`src/smsp_pkg.sv`:
```
package smsp_pkg;

    localparam int unsigned ADDR_W = 8;
    localparam int unsigned DATA_W = 8;

    // register addresses
    localparam logic [7:0] ADDR_CONTROL = 8'h2c;
    localparam logic [7:0] ADDR_STATUS  = 8'h2d;
    localparam logic [7:0] ADDR_DATA    = 8'h2e;

    // serial_control fields
    localparam int unsigned CTRL_DONE_IRQ_EN = 7;
    localparam int unsigned CTRL_PORT_EN     = 6;
    localparam int unsigned CTRL_LSB_FIRST   = 5;
    localparam int unsigned CTRL_CONTROLLER  = 4;
    localparam int unsigned CTRL_IDLE_LEVEL  = 3;
    localparam int unsigned CTRL_PHASE       = 2;
    localparam int unsigned CTRL_RATE_HIGH   = 1;
    localparam int unsigned CTRL_RATE_LOW    = 0;

    // serial_status fields
    localparam int unsigned STAT_DONE        = 7;
    localparam int unsigned STAT_COLLISION   = 6;
    localparam int unsigned STAT_RATE_DOUBLE = 0;

    localparam logic [7:0] CONTROL_RESET     = 8'h00;
    localparam logic       RATE_DOUBLE_RESET = 1'b0;
    localparam logic [7:0] DATA_RESET        = 8'h00;

    // system clocks per half period of the generated serial clock,
    // indexed by {rate_double, rate_select_high, rate_select_low}
    localparam logic [6:0] HALF_DIV [8] = '{7'h02, 7'h08, 7'h20, 7'h40,
                                           7'h01, 7'h04, 7'h10, 7'h20};

    localparam logic [3:0] LAST_HALF_EDGE = 4'hf;
    localparam logic [3:0] LAST_BIT       = 4'h7;

    // synchroniser lanes
    localparam int unsigned SYNC_W    = 4;
    localparam int unsigned SYNC_SCK  = 0;
    localparam int unsigned SYNC_MOSI = 1;
    localparam int unsigned SYNC_MISO = 2;
    localparam int unsigned SYNC_SS   = 3;

    typedef enum logic [1:0] {
        XFER_IDLE,
        XFER_MASTER,
        XFER_SLAVE
    } smsp_xfer_e;

endpackage : smsp_pkg

```
`src/smsp_sync.sv`:
```
module smsp_sync (
    input  wire logic                          i_clock,
    input  wire logic                          i_rst_n,
    input  wire logic [smsp_pkg::SYNC_W-1:0]   i_async,
    output logic      [smsp_pkg::SYNC_W-1:0]   o_sync
);
    import smsp_pkg::*;

    typedef struct packed {
        logic [SYNC_W-1:0] meta;
        logic [SYNC_W-1:0] sync;
    } smsp_sync_s;

    smsp_sync_s s_q;
    smsp_sync_s s_d;
    logic [SYNC_W-1:0] meta_d;
    logic [SYNC_W-1:0] sync_d;

    // the first stage feeds only the second stage
    for (genvar g = 0; g < SYNC_W; g++) begin : g_lane
        assign meta_d[g] = i_async[g];
        assign sync_d[g] = s_q.meta[g];
    end

    always_comb begin
        s_d      = s_q;
        s_d.meta = meta_d;
        s_d.sync = sync_d;
    end

    always_ff @(posedge i_clock or negedge i_rst_n) begin
        if (!i_rst_n) begin
            s_q <= '0;
        end else begin
            s_q <= s_d;
        end
    end

    assign o_sync = s_q.sync;

endmodule : smsp_sync

```
`src/smsp_port.sv`:
```
// How it works
// - slave selected drives MISO only if its direction bit says output
// - slave deselect aborts shift, clears bit count, drops partial byte
// - master with select as output: select is plain output, ignored by logic
// - master with select input low: drop to slave, set done flag
// - data launched on one clock edge, captured on the opposite one
// - clock_idle_level sets idle clock level and leading edge direction
// - clock_phase_select picks sample on leading or on trailing edge
// - port_enable low means no transfers at all
// - lsb_first_select picks which end of byte goes first
// - controller_select picks master or slave role
// - interrupt when done flag, done_irq_enable and global enable all set
// - master divisor chosen by rate_double and two rate_select bits
// - rate bits ignored in slave role
// - done flag sets when a byte completes
// - done flag clears on vector taken or status read then data access
// - collision flag sets on data write during a transfer
// - status read showing collision then data access clears both flags
// - status bits five to one read zero
// - rate_double doubles master clock, shortest period two system clocks
// - master data write starts eight-bit shift, then stops and flags done
// - single transmit buffer, double receive buffer, unread byte overwritten
// - data read returns last completely received byte
//
// Added by the designer: the address-and-strobe port.
module smsp_port (
    input  wire logic                          i_clock,
    input  wire logic                          i_rst_n,
    // software register port
    input  wire logic [smsp_pkg::ADDR_W-1:0]   i_addr,
    input  wire logic [smsp_pkg::DATA_W-1:0]   i_wdata,
    input  wire logic                          i_wr,
    input  wire logic                          i_rd,
    output logic      [smsp_pkg::DATA_W-1:0]   o_rdata,
    input  wire logic                          i_global_irq_enable,
    input  wire logic                          i_irq_ack,
    output logic                               o_irq,
    // pin directions from the port logic, one means output
    input  wire logic                          i_mosi_dir,
    input  wire logic                          i_miso_dir,
    input  wire logic                          i_sck_dir,
    input  wire logic                          i_ss_dir,
    input  wire logic                          i_ss_level,
    input  wire logic                          i_sck,
    output logic                               o_sck,
    output logic                               o_sck_oe,
    input  wire logic                          i_mosi,
    output logic                               o_mosi,
    output logic                               o_mosi_oe,
    input  wire logic                          i_miso,
    output logic                               o_miso,
    output logic                               o_miso_oe,
    input  wire logic                          i_ss_n,
    output logic                               o_ss_n,
    output logic                               o_ss_n_oe
);
    import smsp_pkg::*;

    typedef struct packed {
        logic [7:0]  ctrl;
        logic        done;
        logic        collision;
        logic        rate_double;
        logic        arm_done;
        logic        arm_both;
        smsp_xfer_e  xfer;
        logic [7:0]  shreg;
        logic [7:0]  rxbuf;
        logic        out_bit;
        logic        sck;
        logic        sck_prev;
        logic [3:0]  edges;
        logic [3:0]  bits;
        logic [6:0]  div;
        logic [7:0]  rdata;
        logic        ss_level;
    } smsp_state_s;

    smsp_state_s s_q;
    smsp_state_s s_d;

    logic [SYNC_W-1:0] pins_raw;
    logic [SYNC_W-1:0] pins_sync;
    logic              port_en;
    logic              is_master;
    logic              idle_level;
    logic              phase;
    logic              lsb_first;
    logic              ss_low;
    logic [2:0]        rate_code;
    logic [6:0]        half_div;

    // select enters inverted: the cleared synchroniser then reads as deselected,
    // so no false selection is seen in the cycles after reset
    assign pins_raw[SYNC_SCK]  = i_sck;
    assign pins_raw[SYNC_MOSI] = i_mosi;
    assign pins_raw[SYNC_MISO] = i_miso;
    assign pins_raw[SYNC_SS]   = !i_ss_n;

    smsp_sync u_sync (
        .i_clock (i_clock),
        .i_rst_n (i_rst_n),
        .i_async (pins_raw),
        .o_sync  (pins_sync)
    );

    assign port_en    = s_q.ctrl[CTRL_PORT_EN];
    assign is_master  = s_q.ctrl[CTRL_CONTROLLER];
    assign idle_level = s_q.ctrl[CTRL_IDLE_LEVEL];
    assign phase      = s_q.ctrl[CTRL_PHASE];
    assign lsb_first  = s_q.ctrl[CTRL_LSB_FIRST];
    assign ss_low     = pins_sync[SYNC_SS];
    assign rate_code  = {s_q.rate_double, s_q.ctrl[CTRL_RATE_HIGH], s_q.ctrl[CTRL_RATE_LOW]};
    assign half_div   = HALF_DIV[rate_code];

    always_comb begin
        logic       din;
        logic       first_bit;
        logic       busy;
        logic       data_access;
        logic       done_set;
        logic       coll_set;
        logic       clr_done;
        logic       clr_coll;
        logic       rx_done;
        logic       leading;
        logic       sample_edge;
        logic       sck_now;
        din         = is_master ? pins_sync[SYNC_MISO] : pins_sync[SYNC_MOSI];
        first_bit   = lsb_first ? s_q.shreg[0] : s_q.shreg[7];
        busy        = (s_q.xfer == XFER_MASTER) ||
                      ((s_q.xfer == XFER_SLAVE) && (s_q.bits != 4'h0));
        data_access = (i_wr || i_rd) && (i_addr == ADDR_DATA);
        done_set    = 1'b0;
        coll_set    = 1'b0;
        clr_done    = 1'b0;
        clr_coll    = 1'b0;
        rx_done     = 1'b0;
        leading     = 1'b0;
        sample_edge = 1'b0;
        sck_now     = pins_sync[SYNC_SCK];

        s_d          = s_q;
        s_d.sck_prev = sck_now;
        s_d.ss_level = i_ss_level;
        s_d.rdata    = 8'h00;

        // register writes
        if (i_wr) begin
            if (i_addr == ADDR_CONTROL) begin
                s_d.ctrl = i_wdata;
            end else if (i_addr == ADDR_STATUS) begin
                s_d.rate_double = i_wdata[STAT_RATE_DOUBLE];
            end else if (i_addr == ADDR_DATA) begin
                if (busy) begin
                    // the shift register is the only transmit buffer
                    coll_set = 1'b1;
                end else begin
                    s_d.shreg   = i_wdata;
                    s_d.out_bit = lsb_first ? i_wdata[0] : i_wdata[7];
                    if (port_en && is_master) begin
                        s_d.xfer  = XFER_MASTER;
                        s_d.edges = 4'h0;
                        s_d.div   = 7'h00;
                    end
                end
            end
        end

        // register reads, answered one cycle later
        if (i_rd) begin
            if (i_addr == ADDR_CONTROL) begin
                s_d.rdata = s_q.ctrl;
            end else if (i_addr == ADDR_STATUS) begin
                s_d.rdata = {s_q.done, s_q.collision, 5'h00, s_q.rate_double};
                s_d.arm_done = s_q.done;
                s_d.arm_both = s_q.collision;
            end else if (i_addr == ADDR_DATA) begin
                s_d.rdata = s_q.rxbuf;
            end
        end

        // status read that saw a flag, then any data access, clears it
        if (data_access) begin
            clr_done     = s_q.arm_done || s_q.arm_both;
            clr_coll     = s_q.arm_both;
            s_d.arm_done = 1'b0;
            s_d.arm_both = 1'b0;
        end

        case (s_q.xfer)
            XFER_IDLE: begin
                // keep the first bit presented for a phase zero slave
                if (!busy && !(i_wr && i_addr == ADDR_DATA)) begin
                    s_d.out_bit = first_bit;
                end
                if (port_en && !is_master && ss_low) begin
                    s_d.xfer = XFER_SLAVE;
                    s_d.bits = 4'h0;
                end
            end
            XFER_MASTER: begin
                if (!port_en || !is_master) begin
                    s_d.xfer = XFER_IDLE;
                end else if (s_q.div == half_div - 7'h01) begin
                    s_d.div     = 7'h00;
                    s_d.sck     = !s_q.sck;
                    s_d.edges   = s_q.edges + 4'h1;
                    leading     = !s_q.edges[0];
                    sample_edge = leading ^ phase;
                    if (sample_edge) begin
                        s_d.shreg = lsb_first ? {din, s_q.shreg[7:1]}
                                              : {s_q.shreg[6:0], din};
                    end else begin
                        s_d.out_bit = first_bit;
                    end
                    if (s_q.edges == LAST_HALF_EDGE) begin
                        s_d.xfer = XFER_IDLE;
                        rx_done  = 1'b1;
                    end
                end else begin
                    s_d.div = s_q.div + 7'h01;
                end
            end
            XFER_SLAVE: begin
                if (!port_en || is_master || !ss_low) begin
                    s_d.xfer = XFER_IDLE;
                    s_d.bits = 4'h0;
                end else if (sck_now != s_q.sck_prev) begin
                    // the external clock is only seen through the synchroniser
                    leading     = (s_q.sck_prev == idle_level);
                    sample_edge = leading ^ phase;
                    if (sample_edge) begin
                        s_d.shreg = lsb_first ? {din, s_q.shreg[7:1]}
                                              : {s_q.shreg[6:0], din};
                        if (s_q.bits == LAST_BIT) begin
                            s_d.bits = 4'h0;
                            rx_done  = 1'b1;
                        end else begin
                            s_d.bits = s_q.bits + 4'h1;
                        end
                    end else begin
                        s_d.out_bit = first_bit;
                    end
                end
            end
            default: begin
                s_d.xfer = XFER_IDLE;
            end
        endcase

        if (s_d.xfer != XFER_MASTER) begin
            s_d.sck = idle_level;
        end

        if (rx_done) begin
            // an unread byte is simply overwritten
            s_d.rxbuf = s_d.shreg;
            done_set  = 1'b1;
        end

        // another master pulled select low while we were master
        if (port_en && is_master && !i_ss_dir && ss_low) begin
            s_d.ctrl[CTRL_CONTROLLER] = 1'b0;
            s_d.xfer                  = XFER_IDLE;
            s_d.sck                   = idle_level;
            done_set                  = 1'b1;
        end

        // a set in the same cycle as a clear wins
        s_d.done      = (s_q.done && !clr_done && !i_irq_ack) || done_set;
        s_d.collision = (s_q.collision && !clr_coll) || coll_set;
    end

    always_ff @(posedge i_clock or negedge i_rst_n) begin
        if (!i_rst_n) begin
            s_q             <= '0;
            s_q.ctrl        <= CONTROL_RESET;
            s_q.rate_double <= RATE_DOUBLE_RESET;
            s_q.shreg       <= DATA_RESET;
            s_q.rxbuf       <= DATA_RESET;
            s_q.xfer        <= XFER_IDLE;
        end else begin
            s_q <= s_d;
        end
    end

    assign o_rdata   = s_q.rdata;
    assign o_irq     = s_q.done && s_q.ctrl[CTRL_DONE_IRQ_EN] && i_global_irq_enable;
    assign o_sck     = s_q.sck;
    assign o_mosi    = s_q.out_bit;
    assign o_miso    = s_q.out_bit;
    assign o_ss_n    = s_q.ss_level;
    // the master owns clock and data out; a slave owns only its data out
    assign o_sck_oe  = port_en && is_master && i_sck_dir;
    assign o_mosi_oe = port_en && is_master && i_mosi_dir;
    assign o_miso_oe = port_en && !is_master && ss_low && i_miso_dir;
    assign o_ss_n_oe = port_en && is_master && i_ss_dir;

endmodule : smsp_port

```
`config.mk`:
```
export PLATFORM = sky130hd
export DESIGN_NAME = smsp_port
export DESIGN_NICKNAME = d
export VERILOG_FILES = /design/src/smsp_pkg.sv /design/src/smsp_sync.sv /design/src/smsp_port.sv
export SDC_FILE = /design/constraint.sdc
export NUM_CORES = 1
export LEC_CHECK = 0
export BUFFER_PORTS_ARGS = -buffer_cell sky130_fd_sc_hd__buf_2
export CORE_UTILIZATION = 45
export CTS_BUF_LIST = sky130_fd_sc_hd__clkbuf_8
export CTS_CLUSTER_SIZE = 30
export DETAILED_ROUTE_END_ITERATION = 7
export MAX_ROUTING_LAYER = met4
export SLEW_MARGIN = 20
export SYNTH_ARGS = -nofsm -noshare
export SYNTH_HDL_FRONTEND = slang
export SYNTH_SLANG_ARGS = --single-unit
```
`constraint.sdc`:
```
create_clock -name i_clock -period 7.9 [get_ports i_clock]
set_clock_uncertainty 0.05 [all_clocks]
set_input_delay 0 -clock i_clock [delete_from_list [all_inputs] [get_ports i_clock]]
set_output_delay 0 -clock i_clock [all_outputs]
set_load 0.01 [all_outputs]
```
After elaboration in Yosys (flattened, before gate mapping)
Memory sizes are Yosys's and may differ from the RTL's.
Cells that the tools add are included.
- $add $sub $neg: 4
- order comparisons: 1
- eq/ne operators: 16
- mux-type cells: 93
- bitwise logic cells: 4
- reductions and logical operators: 53
- operators by type and width (cell ; count):
    $mux W8 ; 10
    $mux W7 ; 11
    $mux W10 ; 6
    $mux W4 ; 14
    $mux W1 ; 33
    $eq A8 B6 Y1 const B ; 3
    $mux W2 ; 12
    $logic_and A1 B1 Y1 ; 18
    $pmux W8 S2 ; 1
    $logic_not A1 Y1 ; 12
    $mux W5 ; 2
    $reduce_bool A2 Y1 ; 5
    $ne A3 B1 Y1 const B ; 3
    $reduce_and A3 Y1 ; 3
    $add A4 B1 Y4 const B ; 2
    $logic_or A1 B1 Y1 ; 8
    $pmux W4 S2 ; 1
    $add A7 B1 Y7 const B ; 1
    $eq A7 B7 Y1 ; 1
    $sub A7 B1 Y7 const B ; 1
    $pmux W2 S3 ; 1
    $reduce_bool A3 Y1 ; 2
    $eq A4 B3 Y1 const B ; 1
    $eq A4 B4 Y1 const B ; 1
    other kinds (16) ; 19
- register bits after elaboration: 66
- memory bits (read-only): 56
- logic and storage cells: 192
- memories kept: 1
- memory list (name ; words ; width ; rd ports ; clocked after memory_dff ; write ports ; line ; RTL):
    (name not given) ; 8 ; 7 ; 1 ; 0 ; 0 ; smsp_port.sv:114 ; assign half_div = HALF_DIV[rate_code];

Depth between registers and ports, before layout
- word-level depth: 15
- gate-level depth with buffers: 13
- mapped depth without buffers: 9

Modules after synthesis
From an unflattened synthesis, not the netlist that was laid out.
- cell total of the unflattened synthesis: 374
- area, all modules: 3849.9 sq um
- modules (own cells, without submodules) (module ; times used ; cells an instance ; area each (sq um) ; seq. area each (sq um)):
    smsp_port ; 1 ; 366 ; 3649.8 ; 1451.4
    smsp_sync ; 1 ; 8 ; 200.2 ; 200.2

Worst setup path before layout
No wires, ideal clock.
- path kind: register to register
- from: register s_q (netlist bit rate_code[0])
- to: register s_q[23] (netlist bit)
- data arrival time: 2.769 ns
- data required time: 7.773 ns
- slack: 5.004 ns
- cell stages (with the launch flop): 13
- path buffers: 3
- period minus slack after synthesis: 2.896 ns
- cells stage by stage: dfrtp_1 buf_2 or3b_4 ha_1 buf_4 xor2_2 xnor2_1 nor3_1 nand3_2 or3_1 buf_2 or3_1 a21oi_1
- RTL lines (what ; line ; RTL):
    from (decl) ; smsp_port.sv:79 ; smsp_state_s s_q;

Final worst setup path
- from: register s_q[16] (netlist bit)
- to: register s_q (netlist bit o_sck)
- word-level cells in the longest chain between the ends: 15
- elaborated cells between the ends (all ways): 21
- those cells by class: eq/ne: 2; mux: 13; reduce/logical: 6
- RTL lines (what ; line ; RTL):
    $reduce_bool A4 Y1 (*) ; smsp_port.sv:132 ; ((s_q.xfer == XFER_SLAVE) && (s_q.bits != 4'h0));
    $logic_and A1 B1 Y1 (*) ; smsp_port.sv:132 ;
    $logic_or A1 B1 Y1 (*) ; smsp_port.sv:131 ; busy = (s_q.xfer == XFER_MASTER) ||
    $mux W10 (*) ; smsp_port.sv:155 ; if (busy) begin
    $mux W10 (*) ; smsp_port.sv:154 ; end else if (i_addr == ADDR_DATA) begin
    $mux W10 (*) ; smsp_port.sv:152 ; end else if (i_addr == ADDR_STATUS) begin
    $mux W10 (*) ; smsp_port.sv:150 ; if (i_addr == ADDR_CONTROL) begin
    $mux W10 (*) ; smsp_port.sv:149 ; if (i_wr) begin
    $mux W2 ; smsp_port.sv:217 ; if (s_q.edges == LAST_HALF_EDGE) begin
    $mux W10 ; smsp_port.sv:205 ; end else if (s_q.div == half_div - 7'h01) begin
    $mux W2 ; smsp_port.sv:203 ; if (!port_en || !is_master) begin
    $pmux W2 S3 (*) ; smsp_port.sv:191 ; case (s_q.xfer)
    $ne A2 B1 Y1 (*) ; smsp_port.sv:252 ; if (s_d.xfer != XFER_MASTER) begin
    $ne A3 B1 Y1 (no line), or another cell as far along ; n/a ;
    $reduce_and A3 Y1 (no line) / $mux W1 (equally long branches) ; n/a ;
Mark *: on every way between the ends. The rest lies on a longest branch, timed or not.
A chain may end at the register's enable or synchronous reset.

==> impl_metrics.ini <==
[critical_path]
path_cells = inv_1, ha_1, or3b_1, a21oi_1, nand4_1, nor2_2, o221ai_1, a31oi_1, mux2_2
cp.required_ns = 8.08
arrival_ns = 3.56
cp_num_buf_inv = 1
start_kind = flip-flop
crit_path_max_incr_delay_ns = 0.70
end_kind = flip-flop
crit_slowest_cell = nand4_1
cp_max_fo = 11
critical_path_class = flip-flop to flip-flop
crit_family = simple AND/OR/NAND/NOR gates

[clocking]
htreeDepth = 3
post-cts-setup-buffer-count = 0
cts_tree = built
cts_hold_buf = 19
cts-buffers-inserted = 9
clkLatencyLatePin_ns = 0.35
cts_sinks = 66
clk_path_buf_depth = 2
root_buffer = clkbuf_8
cts.repair.resized = 0
clk_pin_slew_worst_paths_ns = 0.09

[global_routing]
track_usage_pct = 23.4
grt.overflow.total = 0
grt_start_max_net_pins = 67
grt_pass1_vias = 3019
grt_pass1_wl_mm = 15.5
grt_antenna_before_repair = 0

[synthesis]
synthArstFlopShare_pct = 100
synth_top_area_cell = dfrtp_1
yosys_register_bits = 66
synth_top_area_share_pct = 42.4
synth_edf_count = 0
synth_area_leaders = dfrtp_1 42%, mux2i_1 8.2%, mux2_2 5.2%
syn_area_mm2 = 0.00390
yosysWarnings = 0
syn_inst = 398
syn-num-nets = 438
synth_cell_types = 61
ys.flop_type = dfrtp_1
syn_avg_cell_area_um2 = 9.79
seq_area_frac_synth_pct = 42.4

[routing]
ant_nets = 0
wl_per_cell_um = 16.7
vias = 3131
dr.first_iter.drc_count = 190
drt_drc_violations_left = 0
drtPass1Iterations = 4
via_per_inst = 5.60
wirelength_mm = 9.36

[finish]
layout_commonest_cell = dfrtp_1
fillers = 722
post-route-util_pct = 54.6
fin_nets = 489
fin_cells = 559
final_cell_mix = 66 x dfrtp_1, 47 x buf_2, 46 x nand2_1, 32 x mux2i_1, 29 x nor2_1
diodes = 0
drive_gt1_share_pct = 21.4
syn2layout_area_growth_pct = 16.3

[floorplanning]
rows = 33
fp.dieW_um = 95.1
core_mm2 = 0.00830
die-area_mm2 = 0.00904
start_util_pct = 47.0
die_y_um = 95.1
ios = 48

[placement]
io_buffers = 47
place_inst = 524
gp_congestion = 0.927
hpwl_mm = 6.62

[sta]
finalCritPeriodShare_pct = 42.8
finalSetupViolCount = 0
hold_violations = 0
finalCriticalPeriod_ns = 3.38
tightestPinTransition_ns = 0.850
drv_slew = 0
whs_ns = 0.0575
slew_headroom_pct = 43.4
rsz0062_at_grt = false
max_freq_mhz = 295
setup_tns_ns = 0

[status]
status = complete, no violations

[power_and_ir_drop]
power.leakage_nw = 2.10
powerDensity_mw_per_mm2 = 207
vdd_ir_drop_max_mv = 0.112

[hold_path]
hp-class = primary input to flip-flop

[job]
drv_cap = 0
## kinds of logic (layout without fill, tap and decap cells)
group / Yosys count / after routing / synth area share (%)
compound gates: 79 / 79 / 14.8
xor+xnor: 11 / 11 / 2.66
fa+ha+maj: 9 / 9 / 2.89
buf+inv: 40 / 96 / 5.17
flops: 66 / 66 / 42.4
mux: 50 / 50 / 13.4
simple gates: 143 / 143 / 18.7
## cells in the mapped netlist (3+ instances only)
cell / count
clkbuf_1: 9
a2bb2oi_1: 12
nor3b_1: 3
nor2_1: 29
buf_4: 12
ha_1: 9
dfrtp_1: 66
o21ai_0: 17
buf_2: 5
a21o_1: 4
mux2_2: 18
o22a_1: 8
a21oi_1: 9
and3_1: 6
or2_2: 3
nor3_1: 7
or3_1: 5
nand3b_1: 3
mux2i_1: 32
and2_1: 4
a31oi_1: 6
xnor2_1: 9
nor2b_1: 6
nand3_1: 14
inv_1: 12
nand2_1: 46
## worst min-delay path: stages
cell	delay [ns]
buf_2	0.19
mux2i_1	0.17
nor2_1	0.06
## layer usage
layer	share of wire, %	GRT usage [%]	vias to the layer above	wire (um)
li1	-	-	1528	-
met1	50	33.7	1501	4650
met2	44	33.3	93	4090
met3	5.3	3.83	9	497
met4	1.3	7.70	0	119
met5	0	-	-	0
## path summary, 6_finish.rpt
kind	startpoint	endpoint	slack, ns	cells past startpoint
worst max-delay path	s_q[16]	o_sck	4.52	9
worst min-delay path	i_addr[1]	o_rdata[3]	0.06	3
worst max register to register	s_q[16]	o_sck	4.52	9
worst min register to register	u_sync.sync_d[0]	u_sync.o_sync[0]	0.30	0
max in group asynchronous	i_rst_n	u_sync.sync_d[3]	6.91	3
min in group asynchronous	i_rst_n	s_q[9]	0.30	3
## final cells by class
type | count | area (um2) | share of cell area (%)
multi-input cells | 292 | 2040 | 45.1
flip-flops and latches | 66 | 1650 | 36.4
clock inverters | 7 | 100 | 2.21
well taps | 105 | 131 | 2.90
clock buffers | 9 | 124 | 2.73
inverters | 13 | 48.8 | 1.08
repair buffers | 67 | 433 | 9.55
## where the power goes
group	switching, mW	leakage [nW]	total, mW	internal, mW
sequential	0.0339	0.835	0.402	0.369
clock	0.143	0.114	0.324	0.180
combinational	0.112	1.15	0.214	0.102
## flip-flops by register name (all words and copies together), names as in the netlist
register / count
idle_level: 1
is_master: 1
lsb_first: 1
o_miso: 1
o_rdata: 8
o_sck: 1
o_ss_n: 1
phase: 1
port_en: 1
rate_code: 3
s_q: 39
u_sync.o_sync: 4
u_sync.sync_d: 4
## per-stage QoR
step	area, um2	setup slack (ns)	power [mW]
2_1_floorplan	3900	5.00	0.556
3_3_place_gp	4120	4.68	0.613
3_5_place_dp	4120	4.56	0.614
4_1_cts	4530	4.53	0.947
5_1_grt	4530	4.31	0.990
6_report	4530	4.52	0.940
(Power assumes the default switching activity.)
